**src/hdl/swwdt_map.svh**
```systemverilog
`ifndef SWWDT_MAP_SVH
`define SWWDT_MAP_SVH

// Register byte offsets
`define SWWDT_OFS_LOAD 12'h000
`define SWWDT_OFS_VALUE 12'h004
`define SWWDT_OFS_CTRL 12'h008
`define SWWDT_OFS_CLR 12'h00C
`define SWWDT_OFS_RIS 12'h010
`define SWWDT_OFS_LOCK 12'hC00

// Field positions
`define SWWDT_CTRL_IRQ_AND_COUNT_EN_BIT 0
`define SWWDT_CTRL_SECOND_EXPIRY_RESET_EN_BIT 1
`define SWWDT_RIS_BIT 0

// Reset values and key
`define SWWDT_LOAD_RST 32'hFFFFFFFF
`define SWWDT_VALUE_RST 32'hFFFFFFFF
`define SWWDT_UNLOCK_KEY 32'h1ACCE551
`define SWWDT_CLR_READ 32'h00000000

// Count clock divider: counter steps once per this many bus cycles
`define SWWDT_DIV_CYCLES 8'h04

`endif

```
**src/hdl/swwdt_pkg.sv**
```systemverilog
package swwdt_pkg;
    typedef logic [31:0] swwdt_word_t;
    // Watchdog activity state
    typedef enum logic [1:0] {
        SWWDT_IDLE,
        SWWDT_RUN,
        SWWDT_FIRED
    } swwdt_state_e;
    // Control register contents
    typedef struct packed {
        logic reset_en;
        logic count_en;
    } swwdt_ctrl_s;
endpackage : swwdt_pkg

```
**src/hdl/swwdt_top.sv**
```systemverilog
`timescale 1ns/1ns
`include "swwdt_map.svh"

module swwdt_top
    import swwdt_pkg::*;
(
    // Clock and reset
    input wire logic aclk,
    input wire logic aresetn,
    // AXI4-Lite write address
    input wire logic [11:0] s_axi_awaddr,
    input wire logic s_axi_awvalid,
    output logic s_axi_awready,
    // AXI4-Lite write data
    input wire logic [31:0] s_axi_wdata,
    input wire logic [3:0] s_axi_wstrb,
    input wire logic s_axi_wvalid,
    output logic s_axi_wready,
    // AXI4-Lite write response
    output logic [1:0] s_axi_bresp,
    output logic s_axi_bvalid,
    input wire logic s_axi_bready,
    // AXI4-Lite read address
    input wire logic [11:0] s_axi_araddr,
    input wire logic s_axi_arvalid,
    output logic s_axi_arready,
    // AXI4-Lite read data
    output logic [31:0] s_axi_rdata,
    output logic [1:0] s_axi_rresp,
    output logic s_axi_rvalid,
    input wire logic s_axi_rready,
    // Power mode and watchdog outputs
    input wire logic deep_stop,
    output logic wdog_irq,
    output logic wdog_reset
);
    import swwdt_pkg::*;

    // ------------------------------------------------------------
    // Bus slave
    // ------------------------------------------------------------
    logic [11:0] aw_addr;
    logic aw_full;
    logic [31:0] w_data;
    logic [3:0] w_strb;
    logic w_full;
    logic wr_fire;
    logic addr_ok;

    assign s_axi_awready = !aw_full && !s_axi_bvalid;
    assign s_axi_wready = !w_full && !s_axi_bvalid;
    assign wr_fire = aw_full && w_full && !s_axi_bvalid;

    // Address and data latched independently, either order
    always_ff @(posedge aclk) begin
        if (!aresetn) begin
            aw_full <= 1'b0;
            aw_addr <= 12'h000;
            w_full <= 1'b0;
            w_data <= 32'h00000000;
            w_strb <= 4'h0;
        end else begin
            if (s_axi_awvalid && s_axi_awready) begin
                aw_full <= 1'b1;
                aw_addr <= s_axi_awaddr;
            end else if (wr_fire) begin
                aw_full <= 1'b0;
            end
            if (s_axi_wvalid && s_axi_wready) begin
                w_full <= 1'b1;
                w_data <= s_axi_wdata;
                w_strb <= s_axi_wstrb;
            end else if (wr_fire) begin
                w_full <= 1'b0;
            end
        end
    end

    // Known offsets answer OKAY, the rest SLVERR
    always_comb begin
        case (aw_addr)
            `SWWDT_OFS_LOAD, `SWWDT_OFS_VALUE, `SWWDT_OFS_CTRL,
            `SWWDT_OFS_CLR, `SWWDT_OFS_RIS, `SWWDT_OFS_LOCK:
                addr_ok = 1'b1;
            default: addr_ok = 1'b0;
        endcase
    end

    // Write response one cycle after both halves are in
    always_ff @(posedge aclk) begin
        if (!aresetn) begin
            s_axi_bvalid <= 1'b0;
            s_axi_bresp <= 2'b00;
        end else if (wr_fire) begin
            s_axi_bvalid <= 1'b1;
            s_axi_bresp <= addr_ok ? 2'b00 : 2'b10;
        end else if (s_axi_bready) begin
            s_axi_bvalid <= 1'b0;
        end
    end

    // ------------------------------------------------------------
    // Register writes
    // ------------------------------------------------------------
    logic locked;
    swwdt_word_t interval_load;
    swwdt_ctrl_s wd_ctrl;
    logic wr_ok;
    logic wr_load;
    logic wr_ctrl;
    logic wr_clr;
    logic wr_lock;
    logic ctrl_en_rise;
    logic ctrl_en_fall;

    // Partial strobes are ignored so a word is never half updated
    assign wr_ok = wr_fire && (w_strb == 4'hF);
    // Locked: every write except to the lock register is dropped
    assign wr_load = wr_ok && !locked &&
        (aw_addr == `SWWDT_OFS_LOAD);
    assign wr_ctrl = wr_ok && !locked &&
        (aw_addr == `SWWDT_OFS_CTRL);
    assign wr_clr = wr_ok && !locked &&
        (aw_addr == `SWWDT_OFS_CLR);
    assign wr_lock = wr_ok && (aw_addr == `SWWDT_OFS_LOCK);
    assign ctrl_en_rise = wr_ctrl &&
        w_data[`SWWDT_CTRL_IRQ_AND_COUNT_EN_BIT] && !wd_ctrl.count_en;
    assign ctrl_en_fall = wr_ctrl &&
        !w_data[`SWWDT_CTRL_IRQ_AND_COUNT_EN_BIT] && wd_ctrl.count_en;

    // Lock state; only a key or non-key write changes it
    always_ff @(posedge aclk) begin
        if (!aresetn) begin
            locked <= 1'b0;
        end else if (wr_lock) begin
            locked <= (w_data != `SWWDT_UNLOCK_KEY);
        end
    end

    // Interval register
    always_ff @(posedge aclk) begin
        if (!aresetn) begin
            interval_load <= `SWWDT_LOAD_RST;
        end else if (wr_load) begin
            interval_load <= w_data;
        end
    end

    // Control register
    always_ff @(posedge aclk) begin
        if (!aresetn) begin
            wd_ctrl <= 2'b00;
        end else if (wr_ctrl) begin
            wd_ctrl.reset_en <= w_data[`SWWDT_CTRL_SECOND_EXPIRY_RESET_EN_BIT];
            wd_ctrl.count_en <= w_data[`SWWDT_CTRL_IRQ_AND_COUNT_EN_BIT];
        end
    end

    // ------------------------------------------------------------
    // Count clock divider
    // ------------------------------------------------------------
    logic [7:0] div_cnt;
    logic tick;

    // Bus-clock based, so count reads need no synchroniser
    assign tick = (div_cnt == `SWWDT_DIV_CYCLES - 8'h01);
    always_ff @(posedge aclk) begin
        if (!aresetn || !wd_ctrl.count_en || deep_stop) begin
            div_cnt <= 8'h00;
        end else if (tick) begin
            div_cnt <= 8'h00;
        end else begin
            div_cnt <= div_cnt + 8'h01;
        end
    end

    // ------------------------------------------------------------
    // Down counter and expiry logic
    // ------------------------------------------------------------
    swwdt_word_t count_value;
    swwdt_state_e state;
    logic irq_pending;
    logic running;
    logic underflow;
    logic reload;

    // Reset enable alone never makes the block run
    assign running = wd_ctrl.count_en && (state != SWWDT_FIRED);
    // A tick with the counter already at zero, or interval set to zero, is an expiry
    assign underflow = running && !deep_stop && tick &&
        (count_value == 32'h00000000);
    assign reload = wr_clr || ctrl_en_rise ||
        (wr_load && running);

    always_ff @(posedge aclk) begin
        if (!aresetn) begin
            count_value <= `SWWDT_VALUE_RST;
        end else if (reload) begin
            count_value <= wr_load ? w_data : interval_load;
        end else if (underflow) begin
            count_value <= interval_load;
        end else if (running && tick && !deep_stop) begin
            count_value <= count_value - 32'h00000001;
        end
    end

    // Activity state: fired is terminal until a bus reset
    always_ff @(posedge aclk) begin
        if (!aresetn) begin
            state <= SWWDT_IDLE;
        end else begin
            case (state)
                SWWDT_IDLE: if (ctrl_en_rise) state <= SWWDT_RUN;
                SWWDT_RUN: begin
                    if (underflow && irq_pending && wd_ctrl.reset_en) begin
                        state <= SWWDT_FIRED;
                    end else if (ctrl_en_fall) begin
                        state <= SWWDT_IDLE;
                    end
                end
                SWWDT_FIRED: state <= SWWDT_FIRED;
                default: state <= SWWDT_IDLE;
            endcase
        end
    end

    // Pending flag: an expiry in the clearing cycle wins
    always_ff @(posedge aclk) begin
        if (!aresetn) begin
            irq_pending <= 1'b0;
        end else if (underflow || (wr_load && w_data == 32'h0 &&
                running)) begin
            irq_pending <= 1'b1;
        end else if (wr_clr || ctrl_en_fall) begin
            irq_pending <= 1'b0;
        end
    end

    assign wdog_irq = irq_pending && wd_ctrl.count_en;
    // Reset output holds until the system reset lands
    assign wdog_reset = (state == SWWDT_FIRED);

    // ------------------------------------------------------------
    // Read channel
    // ------------------------------------------------------------
    swwdt_word_t rd_word;

    assign s_axi_arready = !s_axi_rvalid;

    always_comb begin
        case (s_axi_araddr)
            `SWWDT_OFS_LOAD: rd_word = interval_load;
            `SWWDT_OFS_VALUE: rd_word = count_value;
            `SWWDT_OFS_CTRL: rd_word = {30'h0, wd_ctrl};
            `SWWDT_OFS_CLR: rd_word = `SWWDT_CLR_READ;
            `SWWDT_OFS_RIS: rd_word = {31'h0, irq_pending};
            `SWWDT_OFS_LOCK: rd_word = {31'h0, locked};
            default: rd_word = 32'h00000000;
        endcase
    end

    // Reads are never gated by the lock
    always_ff @(posedge aclk) begin
        if (!aresetn) begin
            s_axi_rvalid <= 1'b0;
            s_axi_rdata <= 32'h00000000;
            s_axi_rresp <= 2'b00;
        end else if (s_axi_arvalid && s_axi_arready) begin
            s_axi_rvalid <= 1'b1;
            s_axi_rdata <= rd_word;
            s_axi_rresp <= (s_axi_araddr[1:0] == 2'b00 &&
                (s_axi_araddr <= `SWWDT_OFS_RIS ||
                s_axi_araddr == `SWWDT_OFS_LOCK)) ? 2'b00 : 2'b10;
        end else if (s_axi_rready) begin
            s_axi_rvalid <= 1'b0;
        end
    end
endmodule : swwdt_top

```
**config.mk**
```make
export PLATFORM = sky130hd
export DESIGN_NAME = swwdt_top
export DESIGN_NICKNAME = d
export VERILOG_FILES = /design/src/hdl/swwdt_pkg.sv /design/src/hdl/swwdt_top.sv
export VERILOG_INCLUDE_DIRS = /design/src /design/src/hdl
export SDC_FILE = /design/constraint.sdc
export NUM_CORES = 1
export LEC_CHECK = 0
export BUFFER_PORTS_ARGS = -buffer_cell sky130_fd_sc_hd__buf_2
export CAP_MARGIN = 25
export CELL_PAD_IN_SITES_DETAIL_PLACEMENT = 1
export CELL_PAD_IN_SITES_GLOBAL_PLACEMENT = 2
export CORE_MARGIN = 2
export CORE_UTILIZATION = 36
export CTS_CLUSTER_SIZE = 24
export DETAILED_ROUTE_END_ITERATION = 16
export PLACE_DENSITY = 0.84
export REMOVE_ABC_BUFFERS = 1
export SYNTH_ARGS = -nofsm -noshare
export SYNTH_HDL_FRONTEND = slang
export SYNTH_SLANG_ARGS = --single-unit
```
**constraint.sdc**
```tcl
create_clock -name aclk -period 3.8 [get_ports aclk]
set_input_delay 0.19 -clock aclk [delete_from_list [all_inputs] [get_ports aclk]]
set_output_delay 0.19 -clock aclk [all_outputs]
set_load 0.05 [all_outputs]
```
# Yosys cells after proc, flatten, opt, wreduce, memory -nomap -nowiden
# Cells that the tools add are included.
# classes
muxes	21
n_mul	0
n_reduce_logical	61
n_div	0
order_cmp	1
n_bitwise	0
shifts	0
n_addsub	2
n_eq_ne	17
# op_table
cell	count
one-hot mux 32 bit (5 select lines)	1
2-to-1 mux 32 bit	4
zero test 32 bit	2
== test 12 x 4 -> 1 bit, second input constant	3
!= test 32 x 29 -> 1 bit, second input constant	1
subtractor 32 x 1 -> 32 bit, second input constant	1
logical AND 1 bit	30
== test 12 bit, second input constant	2
== test 12 x 3 -> 1 bit, second input constant	2
== test 12 x 5 -> 1 bit, second input constant	2
zero test 12 bit	2
<= comparator 12 x 5 -> 1 bit, second input constant	1
2-to-1 mux 1 bit	10
2-to-1 mux 2 bit	5
nonzero test 2 bit	5
zero test 1 bit	9
adder 8 x 1 -> 8 bit, second input constant	1
== test 8 x 2 -> 1 bit, second input constant	1
logical OR 1 bit	7
one-hot mux 2 bit (3 select lines)	1
OR reduction 6 bit	1
== test 4 bit, second input constant	1
zero test 2 bit	2
!= test 2 bit, second input constant	2
other kinds (6)	6
# totals
word_cells	120
romBits	0
out_inout_bits	43
latchBits	0
reg_bits	166
inputBits	68
ram_bits	0
mem_count	0

# Longest topological paths before layout
# Gate-level depths: netlist (run 1).
# logic_depth
word_depth	10
depth_mapped	9
ltp_nobuf	7

# Worst setup path before layout (run 1)
# OpenSTA, ideal clock, no wires.
# synth_path
path_kind	reg2reg
start	reg count_value[19]
end	reg count_value[29]
path_slack_ps	1398
setup_ps	127
synth_period_minus_slack_ps	2402
stages_incl_launch_ff	8
arrival_time_ps	2275
t_required_ps	3673
path_buffers	1
path_cell_list	dfxtp_1 > or4_4 > or4b_1 > buf_4 > nor4_4 > xnor2_1 > a21oi_1 > or3_1
# synth_between
elab_chain_cells	4
word_cells_on_any_way	7
classes_between	add/sub (1); mux (3); reduce/logical (3)
# synth_lines
item	line	source
from (decl)	swwdt_top.sv:180	swwdt_word_t count_value;
from (signal assigned)	swwdt_top.sv:197	count_value <= `SWWDT_VALUE_RST;
from (signal assigned)	swwdt_top.sv:199	count_value <= wr_load ? w_data : interval_load;
from (signal assigned)	swwdt_top.sv:201	count_value <= interval_load;
subtractor 32 x 1 -> 32 bit / zero test 32 bit (equally long branches)	swwdt_top.sv:203, swwdt_top.sv:191	
2-to-1 mux 32 bit / logical AND 1 bit (equally long branches)	swwdt_top.sv:202, swwdt_top.sv:190	
2-to-1 mux 32 bit	swwdt_top.sv:200	end else if (underflow) begin
2-to-1 mux 32 bit	swwdt_top.sv:198	end else if (reload) begin
# Parallel ways exist; a longest one is shown, timed or not. The select of a mux whose other input is x is not followed.
# A chain may end at the register's enable or synchronous reset.

# Worst setup path after layout (run 1)
# layout_path
start	reg count_value[19]
end	reg count_value[25]
# Same word-level chain as after synthesis.

==> out/qor.tcl, run 1 <==
set qor(grt_usage_pct) 24.9
set qor(yosys.area.top_type_share_pct) 43.3
set qor(critical-path-max-stage-delay_ps) 600
set qor(hold_path_startpoint) {s_axi_wdata[12]}
set qor(regToRegStartpoint) {count_value[19]}
set qor(layout.cells.most_common_list) {sky130_fd_sc_hd__nand2_1 (244), sky130_fd_sc_hd__dfxtp_1 (164), sky130_fd_sc_hd__buf_2 (108)}
set qor(run_status) {finished, final reports clean}
set qor(dpl_cell_area_mm2) 0.00841
set qor(wirelength_um) 26700
set qor(clock_skew_ps) 6.16
set qor(placement_rows) 53
set qor(path_cells) {or4_4 -> nor4_1 -> nand4_1 -> or2_1 -> mux2i_1 -> o21ai_0}
set qor(r2r.worst_path.cells) 6
set qor(synthSimpleGateAreaFrac_pct) 27.8
set qor(max_clock_freq_mhz) 353
set qor(multi_input_comb_area_mm2) 0.00403
set qor(r2r_setup_slack_ps) 970
set qor(final-hold-violation-count) 0
set qor(postSynthAreaPerCell_um2) 7.83
set qor(worstMarginPinSlew_ps) 1120
set qor(crit_family) {simple AND/OR/NAND/NOR gates}
set qor(slowest_stage) {sky130_fd_sc_hd__or4_4}
set qor(worstSetupPathType) {flop to flop}
set qor(leakagePower_nw) 3.63
set qor(ys_types) 67
set qor(areaGrowthSynthToFinish_pct) 22.2
set qor(min_delay_worst_endpoint) {w_data[12]}
set qor(drt.antenna.violating_nets) 0
set qor(timing.critical_path.to_type) {flop}
set qor(postLayoutCellArea_mm2) 0.00927
set qor(dr.first_iter.drc_count) 455
set qor(cts.sinks) 164
set qor(ys_async_sr_fraction_pct) 0
set qor(synth-xor-area-share_pct) 2.08
set qor(place_congestion) 0.836
set qor(fraction_of_the_yosys_area_taken_by_sequential_cells_pct) 43.3
set qor(finalSetupViolCount) 0
set qor(first_pass_grt_wire_length_um) 43000
set qor(cts_tree) {yes}
set qor(avgRoutedWirePerCell_um) 19.4
set qor(die_area_mm2) 0.0223
set qor(insertion_delay_ps) 430
set qor(cts_repair_resize_count) 0
set qor(detailed_place_hpwl_um) 18400
set qor(layout_worst_path_cycle_share_pct) 74.6
set qor(hold_path_depth) 3
set qor(synth_cells) 969
set qor(required_ps) 4100
set qor(holdCritPathClass) {input pin to flop}
set qor(power-per-cell-area_mw_per_mm2) 412
set qor(via_per_inst) 5.57
set qor(worst_slew_margin_rel_pct) 25.2
set qor(cts_max_level) 4
set qor(critical_path.n_buffers_inverters) 0
set qor(synthAdderAreaFrac_pct) 0.330
set qor(top_level_ports) 111
set qor(nNetsFinal) 1157
set qor(synth.cell_area_mm2) 0.00759
set qor(route.vias.total) 7653
set qor(max-cap-violations) 0
set qor(floorplan.initialDensity_pct) 36.4
set qor(final_layout_size_suffix_gt1_share_pct) 16.7
set qor(path_max_fanout) 8
set qor(final_max_slew_viol_count) 0
set qor(cts_made_buffers) 17
set qor(number_of_global_route_vias_before_repair) 7655
set qor(multiplexer_share_of_the_synthesized_area_pct) 3.20
set qor(placement.setup.worst_slack_ps) 1080
set qor(stdcell_count) 1374
set qor(firstDrtPassIters) 5
set qor(postSynthRegisterBits) 164
set qor(synthesis.yosys.warnings) 0
set qor(setup_slack_of_the_critical_path_after_layout_ps) 966
set qor(pin_count_of_the_biggest_net_entering_global_routing) 42
set qor(clkTransAtPathRegs_ps) 60
set qor(clock_tree.buffer_depth) 2
set qor(cp_data_arrival_time_ps) 3130
set qor(synth_edf_count) 0
set qor(fillerInstances) 2579
set qor(dominant_cell_type_by_area_after_synthesis) {sky130_fd_sc_hd__dfxtp_1}
set qor(power.ir.vdd_worst_v) 0.000280
set qor(placeableCoreArea_mm2) 0.0208
set qor(timing.rr.end) {count_value[25]}
set qor(dominantRegCellSynth) {sky130_fd_sc_hd__dfxtp_1}
set qor(antennaDiodeCount) 0
set qor(grt_antenna_before_repair) 0
set qor(placed_cells) 1313
set qor(register_area_mm2) 0.00328
set qor(finalSetupTns_ps) 0
set qor(die_w_um) 149
set qor(drc) 0
set qor(placement.io_buffers) 108
set qor(final_common_cell) {sky130_fd_sc_hd__nand2_1}
set qor(min_period_ps) 2830
set qor(area_fraction_in_compound_gates_after_synthesis_pct) 19.4
set qor(die_h_um) 149
set qor(gr-total-overflow) 0
set qor(grt_setup_unrepaired) {no}
set qor(ys_top_cells_by_area) {sky130_fd_sc_hd__dfxtp_1 (43%), sky130_fd_sc_hd__nand2_1 (12%), sky130_fd_sc_hd__a21oi_1 (4.9%)}
set qor(cts_root_buffer) {sky130_fd_sc_hd__clkbuf_16}
set qor(critical_path.startpoint_type) {flop}
set qor(synth_top_family_by_area) {simple AND/OR/NAND/NOR gates}
==> cell type report <==
type                       instances  area share, %
timing repair buffer             161           10.9
multi-input combinational        730           43.4
inverter                          13          0.526
clock inverter                    11           1.11
clock buffer                      20           4.92
sequential                       164           35.4
tap                              275           3.71
==> stage by stage <==
| step | power, W | utilization [%] | hold WS [ps] |
|---|---|---|---|
| after floorplan | 0.00201 | - | 252 |
| after global placement | 0.00216 | 40.4 | 378 |
| after detailed placement | 0.00216 | 40.4 | 379 |
| after CTS | 0.00385 | 44.5 | 3.33 |
| after global routing | 0.00397 | 44.5 | 10.0 |
| final | 0.00382 | 44.5 | 9.80 |
==> flip-flops by register name, summed over array words and instances (netlist names) <==
name and cells:
aw_full 1, w_full 1, count_value 32, s_axi_bresp 1
s_axi_bvalid 1, s_axi_rdata 32, div_cnt 8, s_axi_rresp 1
interval_load 32, irq_pending 1, s_axi_rvalid 1, state 2
w_strb 4, locked 1, w_data 32, wd_ctrl 2
aw_addr 12
==> worst max-delay path by stage <==
stage | cells past startpoint | from | end
3_5_place_dp | 6 | count_value[19] | count_value[25]
4_1_cts | 6 | count_value[19] | count_value[25]
5_1_grt | 6 | count_value[19] | count_value[21]
3_3_place_gp | 7 | w_data[0] | count_value[14]
6_report | 6 | count_value[19] | count_value[25]
2_1_floorplan | 4 | aw_addr[4] | irq_pending
==> worst reg2reg max path, stage by stage, from the launching register on <==
cell,delay [ps]
sky130_fd_sc_hd__dfxtp_1,380
sky130_fd_sc_hd__or4_4,600
sky130_fd_sc_hd__nor4_1,430
sky130_fd_sc_hd__nand4_1,570
sky130_fd_sc_hd__or2_1,460
sky130_fd_sc_hd__mux2i_1,160
sky130_fd_sc_hd__o21ai_0,100
==> synth_stat cells, drive strengths merged (6+ instances only) <==
library cell,n
a21oi,75
a22oi,38
a311oi,6
a31oi,7
a32oi,7
and2,6
and3,7
buf,7
clkbuf,56
dfxtp,164
inv,12
mux2i,22
nand2,244
nand3,42
nand4,16
nor2,50
nor2b,6
nor3,24
nor4,22
o211ai,12
o21ai,52
or3,11
xnor2,7
xor2,11
==> cells by family after synthesis <==
family / after synthesis
fa+ha+maj: 2
other cells: 1
flops: 164
buf+inv: 76
simple gates: 453
mux: 24
xor+xnor: 18
compound gates: 231
==> layer usage <==
layer | part of all wire [%] | vias up | GRT usage [%]
met2 | 47 | 222 | 41.1
met5 | 0 | - | 0
met3 | 5.3 | 44 | 4.62
met4 | 1.9 | 0 | 7.24
met1 | 46 | 3707 | 33.1
li1 | - | 3680 | -
==> timing repair <==
item                                   CTS  global route
endpoints found under the hold margin   30             0
hold buffers                            30             0
setup buffers                            0             0
==> power by group <==
part           internal [W]  switching (W)
Combinational      0.000122       0.000216
Clock              0.000935       0.000737
Sequential          0.00176      0.0000514
Power figures use the tool's default switching activity.
==> run 2: changes to the inputs <==
- CORE_UTILIZATION: 36 -> 33
- PLACE_DENSITY: 0.84 -> 0.78
- clock period: 3.8 -> 2.9 ns (I/O delays scaled with it)
==> out/qor.tcl, run 2 (synthesis results as in run 1) <==
set qor(register_area_mm2) 0.00328 ;# unchanged
set qor(power.ir.vdd_worst_v) 0.000471 ;# was 0.000280 V
set qor(placeableCoreArea_mm2) 0.0226 ;# was 0.0208 mm2
set qor(fillerInstances) 2740 ;# was 2579
set qor(antennaDiodeCount) 0 ;# unchanged
set qor(power.switching_fraction_pct) 25.4 ;# was 26.3%
set qor(power-per-cell-area_mw_per_mm2) 550 ;# was 412 mW/mm2
set qor(holdCritPathClass) {input pin to flop} ;# unchanged
set qor(multi_input_comb_area_mm2) 0.00403 ;# unchanged
set qor(route.vias.total) 7675 ;# was 7653
set qor(drt.antenna.violating_nets) 0 ;# unchanged
set qor(cp_data_arrival_time_ps) 2970 ;# was 3130 ps
set qor(required_ps) 3220 ;# was 4100 ps
set qor(worstMarginPinSlew_ps) 839 ;# was 1120 ps
set qor(power.switching_w) 0.00135 ;# was 0.00100 W
set qor(areaGrowthSynthToFinish_pct) 27.9 ;# was 22.2%
set qor(p_total_w) 0.00533 ;# was 0.00382 W
set qor(pin_count_of_the_biggest_net_entering_global_routing) 55 ;# was 42
set qor(path_max_fanout) 7 ;# was 8
set qor(dr.first_iter.drc_count) 454 ;# was 455
set qor(layout.cells.most_common_list) {sky130_fd_sc_hd__nand2_1 (243), sky130_fd_sc_hd__dfxtp_1 (164), sky130_fd_sc_hd__buf_2 (108)} ;# was sky130_fd_sc_hd__nand2_1 (244), sky130_fd_sc_hd__dfxtp_1 (164), sky130_fd_sc_hd__buf_2 (108)
set qor(die_w_um) 156 ;# was 149 um
set qor(cts_max_level) 4 ;# unchanged
set qor(top_level_ports) 111 ;# unchanged
set qor(dpl_cell_area_mm2) 0.00857 ;# was 0.00841 mm2
set qor(max_clock_freq_mhz) 377 ;# was 353 MHz
set qor(cts_made_buffers) 17 ;# unchanged
set qor(final-hold-violation-count) 0 ;# unchanged
set qor(leakagePower_nw) 3.83 ;# was 3.63 nW
set qor(p_comb_share_pct) 9.1 ;# was 8.8%
set qor(wirelength_um) 27600 ;# was 26700 um
set qor(power_frac_clock_pct) 46.5 ;# was 43.8%
set qor(finalSetupViolCount) 0 ;# unchanged
set qor(worstSetupPathType) {flop to flop} ;# unchanged
set qor(timing.critical_path.to_type) {flop} ;# unchanged
set qor(worst_slew_margin_rel_pct) 43.9 ;# was 25.2%
set qor(grt_antenna_before_repair) 0 ;# unchanged
set qor(floorplan.initialDensity_pct) 33.6 ;# was 36.4%
set qor(placement.io_buffers) 108 ;# unchanged
set qor(max-cap-violations) 0 ;# unchanged
set qor(internal-power_w) 0.00398 ;# was 0.00282 W
set qor(postLayoutCellArea_mm2) 0.00970 ;# was 0.00927 mm2
set qor(clock_skew_ps) 7.15 ;# was 6.16 ps
set qor(layout_worst_path_cycle_share_pct) 91.4 ;# was 74.6%
set qor(stdcell_count) 1420 ;# was 1374
set qor(min_period_ps) 2650 ;# was 2830 ps
set qor(final_layout_size_suffix_gt1_share_pct) 17.5 ;# was 16.7%
set qor(power.share.sequential_pct) 44.4 ;# was 47.4%
set qor(detailed_place_hpwl_um) 18700 ;# was 18400 um
set qor(clock_tree.buffer_depth) 2 ;# unchanged
set qor(cts_repair_resize_count) 0 ;# unchanged
set qor(number_of_global_route_vias_before_repair) 7726 ;# was 7655
set qor(gr-total-overflow) 0 ;# unchanged
set qor(via_per_inst) 5.40 ;# was 5.57
set qor(avgRoutedWirePerCell_um) 19.5 ;# was 19.4 um
set qor(final_max_slew_viol_count) 0 ;# unchanged
set qor(grt_setup_unrepaired) {no} ;# unchanged
set qor(place_congestion) 0.840 ;# was 0.836
set qor(firstDrtPassIters) 4 ;# was 5
set qor(placement_rows) 55 ;# was 53
set qor(cts.sinks) 164 ;# unchanged
set qor(insertion_delay_ps) 430 ;# about the same
set qor(run_status) {finished, final reports clean} ;# unchanged
set qor(final_common_cell) {sky130_fd_sc_hd__nand2_1} ;# unchanged
set qor(drc) 0 ;# unchanged
set qor(clkTransAtPathRegs_ps) 70 ;# was 60 ps
set qor(die_h_um) 156 ;# was 149 um
set qor(die_area_mm2) 0.0242 ;# was 0.0223 mm2
set qor(grt_usage_pct) 23.2 ;# was 24.9%
set qor(placed_cells) 1339 ;# was 1313
set qor(first_pass_grt_wire_length_um) 44000 ;# was 43000 um
set qor(critical_path.startpoint_type) {flop} ;# unchanged
set qor(nNetsFinal) 1193 ;# was 1157
set qor(cts_tree) {yes} ;# unchanged
set qor(cts_root_buffer) {sky130_fd_sc_hd__clkbuf_16} ;# unchanged
## run 2: cell types whose count changed in the layout (fill, tap and decap cells not counted)
cell / change
sky130_fd_sc_hd__dlygate4sd3_1: +20
sky130_fd_sc_hd__buf_4: +14
sky130_fd_sc_hd__bufinv_16: +3
sky130_fd_sc_hd__buf_12: +2
sky130_fd_sc_hd__clkinv_2: -2
sky130_fd_sc_hd__clkinvlp_4: -1
sky130_fd_sc_hd__nand2_1: -1
sky130_fd_sc_hd__nand2_2: +1
sky130_fd_sc_hd__nor2_1: +1
sky130_fd_sc_hd__nor2_2: -1
## run 2: worst max-delay path, stage by stage (launching register included)
cell and delay (ps):
sky130_fd_sc_hd__dfxtp_1 370, sky130_fd_sc_hd__or4_4 600, sky130_fd_sc_hd__or4b_1 730, sky130_fd_sc_hd__nor4_4 300
sky130_fd_sc_hd__xnor2_1 160, sky130_fd_sc_hd__a21oi_1 80, sky130_fd_sc_hd__or3_1 300
## run 2: through the flow
stage	util, %	hold slack (ps)	setup slack [ps]	TNS [ps]
after floorplan	-	207	-259	-3960
after global placement	38.0	335	315	0
after detailed placement	38.0	351	302	0
after CTS	43.0	3.53	254	0
after global routing	43.0	31.0	142	0
final	43.0	25.6	249	0
## run 2: worst paths after layout
kind / startpoint / to / slack, ps / depth (start not counted)
setup / recovery: count_value[19] / count_value[29] / 250 / 6
hold / removal: aresetn / s_axi_bresp[1] / 30 / 3
setup reg to reg: count_value[19] / count_value[29] / 250 / 6
hold reg to reg: s_axi_rdata[19] / s_axi_rdata[19] / 450 / 2
## run 2: layout make-up
cell class,instances,share of cell area [%]
timing repair buffer,197,14.0
inverter,13,0.503
tap,285,3.67
multi-input combinational,730,41.5
clock buffer,20,4.71
clock inverter,11,1.81
sequential,164,33.8
## run 2: power groups by stage
stage                     registers (W)  clock network, W  logic, W
after floorplan                 0.00241                 0  0.000225
after global placement          0.00242                 0  0.000424
after detailed placement        0.00242                 0  0.000431
after CTS                       0.00237           0.00252  0.000484
after global routing            0.00237           0.00260  0.000536
final                           0.00237           0.00248  0.000484
## run 2: timing repair
action	4_1_cts	5_1_grt
hold buffers	50	0
setup buffers	0	0
endpoints found under the hold margin	49	0
## run 2: metal layers
layer / GRT usage (%) / wire [um]
met1: 32.4 / 13500
met2: 37.2 / 12400
met3: 3.89 / 1330
met4: 5.99 / 399
met5: 0 / 0
==> run 3: changes to the inputs <==
- SLEW_MARGIN: default -> 20
- clock period: 2.9 -> 2.6 ns (I/O delays scaled with it)
==> out/qor.tcl, run 3 (synthesis results as in run 1) <==
set qor(run_status) {finished, final reports clean} ;# unchanged
set qor(grt_antenna_before_repair) 0 ;# unchanged
set qor(via_per_inst) 5.45 ;# was 5.40
set qor(post-cts-setup-buffers) 0 ;# unchanged
set qor(wirelength_um) 27800 ;# was 27600 um
set qor(drt.antenna.violating_nets) 0 ;# unchanged
set qor(fillerInstances) 2753 ;# was 2740
set qor(cts_max_level) 4 ;# unchanged
set qor(placement.io_buffers) 108 ;# unchanged
set qor(placed_cells) 1357 ;# was 1339
set qor(max-cap-violations) 0 ;# unchanged
set qor(crit_family) {simple AND/OR/NAND/NOR gates} ;# unchanged
set qor(cp_data_arrival_time_ps) 2750 ;# was 2970 ps
set qor(avgRoutedWirePerCell_um) 19.3 ;# was 19.5 um
set qor(drc) 0 ;# unchanged
set qor(highest_layer) {met4} ;# unchanged
set qor(final_max_slew_viol_count) 0 ;# unchanged
set qor(cts_made_buffers) 17 ;# unchanged
set qor(placement_rows) 55 ;# unchanged
set qor(slowest_stage) {sky130_fd_sc_hd__or4_1} ;# was sky130_fd_sc_hd__or4b_1
set qor(insertion_delay_ps) 430 ;# about the same
set qor(min_period_ps) 2450 ;# was 2650 ps
set qor(path_cells) {or4_1 -> nor3_2 -> nand3_1 -> buf_4 -> mux2_2 -> a221oi_1 -> a31oi_1} ;# was or4_4 -> or4b_1 -> nor4_4 -> xnor2_1 -> a21oi_1 -> or3_1
set qor(antennaDiodeCount) 0 ;# unchanged
set qor(setup_slack_of_the_critical_path_after_layout_ps) 152 ;# was 249 ps
set qor(placement.setup.worst_slack_ps) 101 ;# was 302 ps
set qor(die_w_um) 156 ;# unchanged
set qor(worst_slew_margin_rel_pct) 55.5 ;# was 43.9%
set qor(critical_path.n_buffers_inverters) 1 ;# was 0
set qor(floorplan.initialDensity_pct) 33.6 ;# unchanged
set qor(gr-total-overflow) 0 ;# unchanged
set qor(power.ir.vdd_worst_v) 0.000369 ;# was 0.000471 V
set qor(leakagePower_nw) 3.88 ;# was 3.83 nW
set qor(nNetsFinal) 1212 ;# was 1193
set qor(required_ps) 2900 ;# was 3220 ps
set qor(final_common_cell) {sky130_fd_sc_hd__nand2_1} ;# unchanged
set qor(layout.cells.most_common_list) {sky130_fd_sc_hd__nand2_1 (244), sky130_fd_sc_hd__dfxtp_1 (164), sky130_fd_sc_hd__buf_2 (108)} ;# was sky130_fd_sc_hd__nand2_1 (243), sky130_fd_sc_hd__dfxtp_1 (164), sky130_fd_sc_hd__buf_2 (108)
set qor(path_max_fanout) 11 ;# was 7
set qor(wl_met1_um) 13300 ;# was 13500 um
set qor(max_clock_freq_mhz) 408 ;# was 377 MHz
set qor(areaGrowthSynthToFinish_pct) 29.2 ;# was 27.9%
set qor(clock_skew_ps) 5.53 ;# was 7.15 ps
set qor(critical-path-max-stage-delay_ps) 590 ;# was 730 ps
set qor(dr.first_iter.drc_count) 469 ;# was 454
set qor(worstSetupPathType) {flop to flop} ;# unchanged
set qor(stdcell_count) 1439 ;# was 1420
set qor(clkTransAtPathRegs_ps) 60 ;# was 70 ps
set qor(layout_worst_path_cycle_share_pct) 94.2 ;# was 91.4%
set qor(die_h_um) 156 ;# unchanged
set qor(final-hold-violation-count) 0 ;# unchanged
set qor(first_pass_grt_wire_length_um) 43900 ;# was 44000 um
set qor(p_total_w) 0.00557 ;# was 0.00533 W
set qor(finalSetupTns_ps) 0 ;# unchanged
set qor(finish.utilization_pct) 43.4 ;# was 43.0%
set qor(route.vias.total) 7842 ;# was 7675
set qor(place_congestion) 0.831 ;# was 0.840
set qor(timing.critical_path.to_type) {flop} ;# unchanged
set qor(pin_count_of_the_biggest_net_entering_global_routing) 43 ;# was 55
set qor(cts_root_buffer) {sky130_fd_sc_hd__clkbuf_16} ;# unchanged
set qor(critical_path.startpoint_type) {flop} ;# unchanged
set qor(grt_setup_unrepaired) {no} ;# unchanged
set qor(final_layout_size_suffix_gt1_share_pct) 18.7 ;# was 17.5%
set qor(power-per-cell-area_mw_per_mm2) 568 ;# was 550 mW/mm2
set qor(detailed_place_hpwl_um) 19100 ;# was 18700 um
set qor(cts_tree) {yes} ;# unchanged
set qor(finalSetupViolCount) 0 ;# unchanged
set qor(cts.sinks) 164 ;# unchanged
set qor(number_of_global_route_vias_before_repair) 7742 ;# was 7726
set qor(route.met2.wl_um) 12800 ;# was 12400 um
set qor(firstDrtPassIters) 5 ;# was 4
set qor(top_level_ports) 111 ;# unchanged
set qor(holdCritPathClass) {input pin to flop} ;# unchanged
set qor(placeableCoreArea_mm2) 0.0226 ;# unchanged
set qor(worstMarginPinSlew_ps) 666 ;# was 839 ps
set qor(met3_wirelength_um) 1300 ;# was 1330 um
set qor(clock_tree.buffer_depth) 2 ;# unchanged
set qor(grt_usage_pct) 23.3 ;# was 23.2%
set qor(die_area_mm2) 0.0242 ;# unchanged
-- run 3: cell types whose count changed in the layout (fill, tap and decap cells not counted), sizes merged --
cell | before | now
buf | 147 | 165
bufinv | 4 | 0
clkbuf | 20 | 24
clkinvlp | 2 | 6
clkinv | 3 | 1
inv | 15 | 13
dlygate4sd3 | 50 | 51
-- run 3: where the power goes --
part	total, W	internal (W)	switching (W)	leakage [nW]
logic	0.000554	0.000217	0.000337	2.30
registers	0.00264	0.00257	0.0000697	1.33
clock network	0.00237	0.00132	0.00106	0.247
total	0.00557	0.00410	0.00146	3.88
-- run 3: worst paths after layout --
path                                       from           endpoint  slack, ps  cells past startpoint
worst max register to register  count_value[24]     count_value[7]        150                      7
worst max-delay path            count_value[24]     count_value[7]        150                      7
worst min-delay path                    aresetn  interval_load[28]         50                      2
worst min register to register  s_axi_rdata[11]    s_axi_rdata[11]        440                      2
-- run 3: timing repair --
item,CTS,global route
hold buffers,51,0
endpoints found under the hold margin,50,0
resized for setup,0,2
setup endpoints to repair,0,6
-- run 3: cell type report --
cell class,instances,area (um2),area share (%)
clock buffers,24,492,5.02
inverters,13,48.8,0.498
repair buffers,216,1540,15.7
multi-input cells,730,4030,41.1
flip-flops and latches,164,3280,33.5
clock inverters,7,50.0,0.511
well taps,285,357,3.64
-- run 3: layer usage --
layer / track usage [%] / vias to the layer above
li1: - / 3792
met1: 32.2 / 3827
met2: 37.7 / 193
met3: 3.53 / 30
met4: 6.73 / 0
met5: 0 / -
-- run 3: metrics by stage --
stage	cell area (um2)	hold slack [ps]
floorplan	7340	192
finish	9800	52.6
CTS	9790	46.4
global route	9800	56.1
detailed placement	8740	328
global placement	8740	317
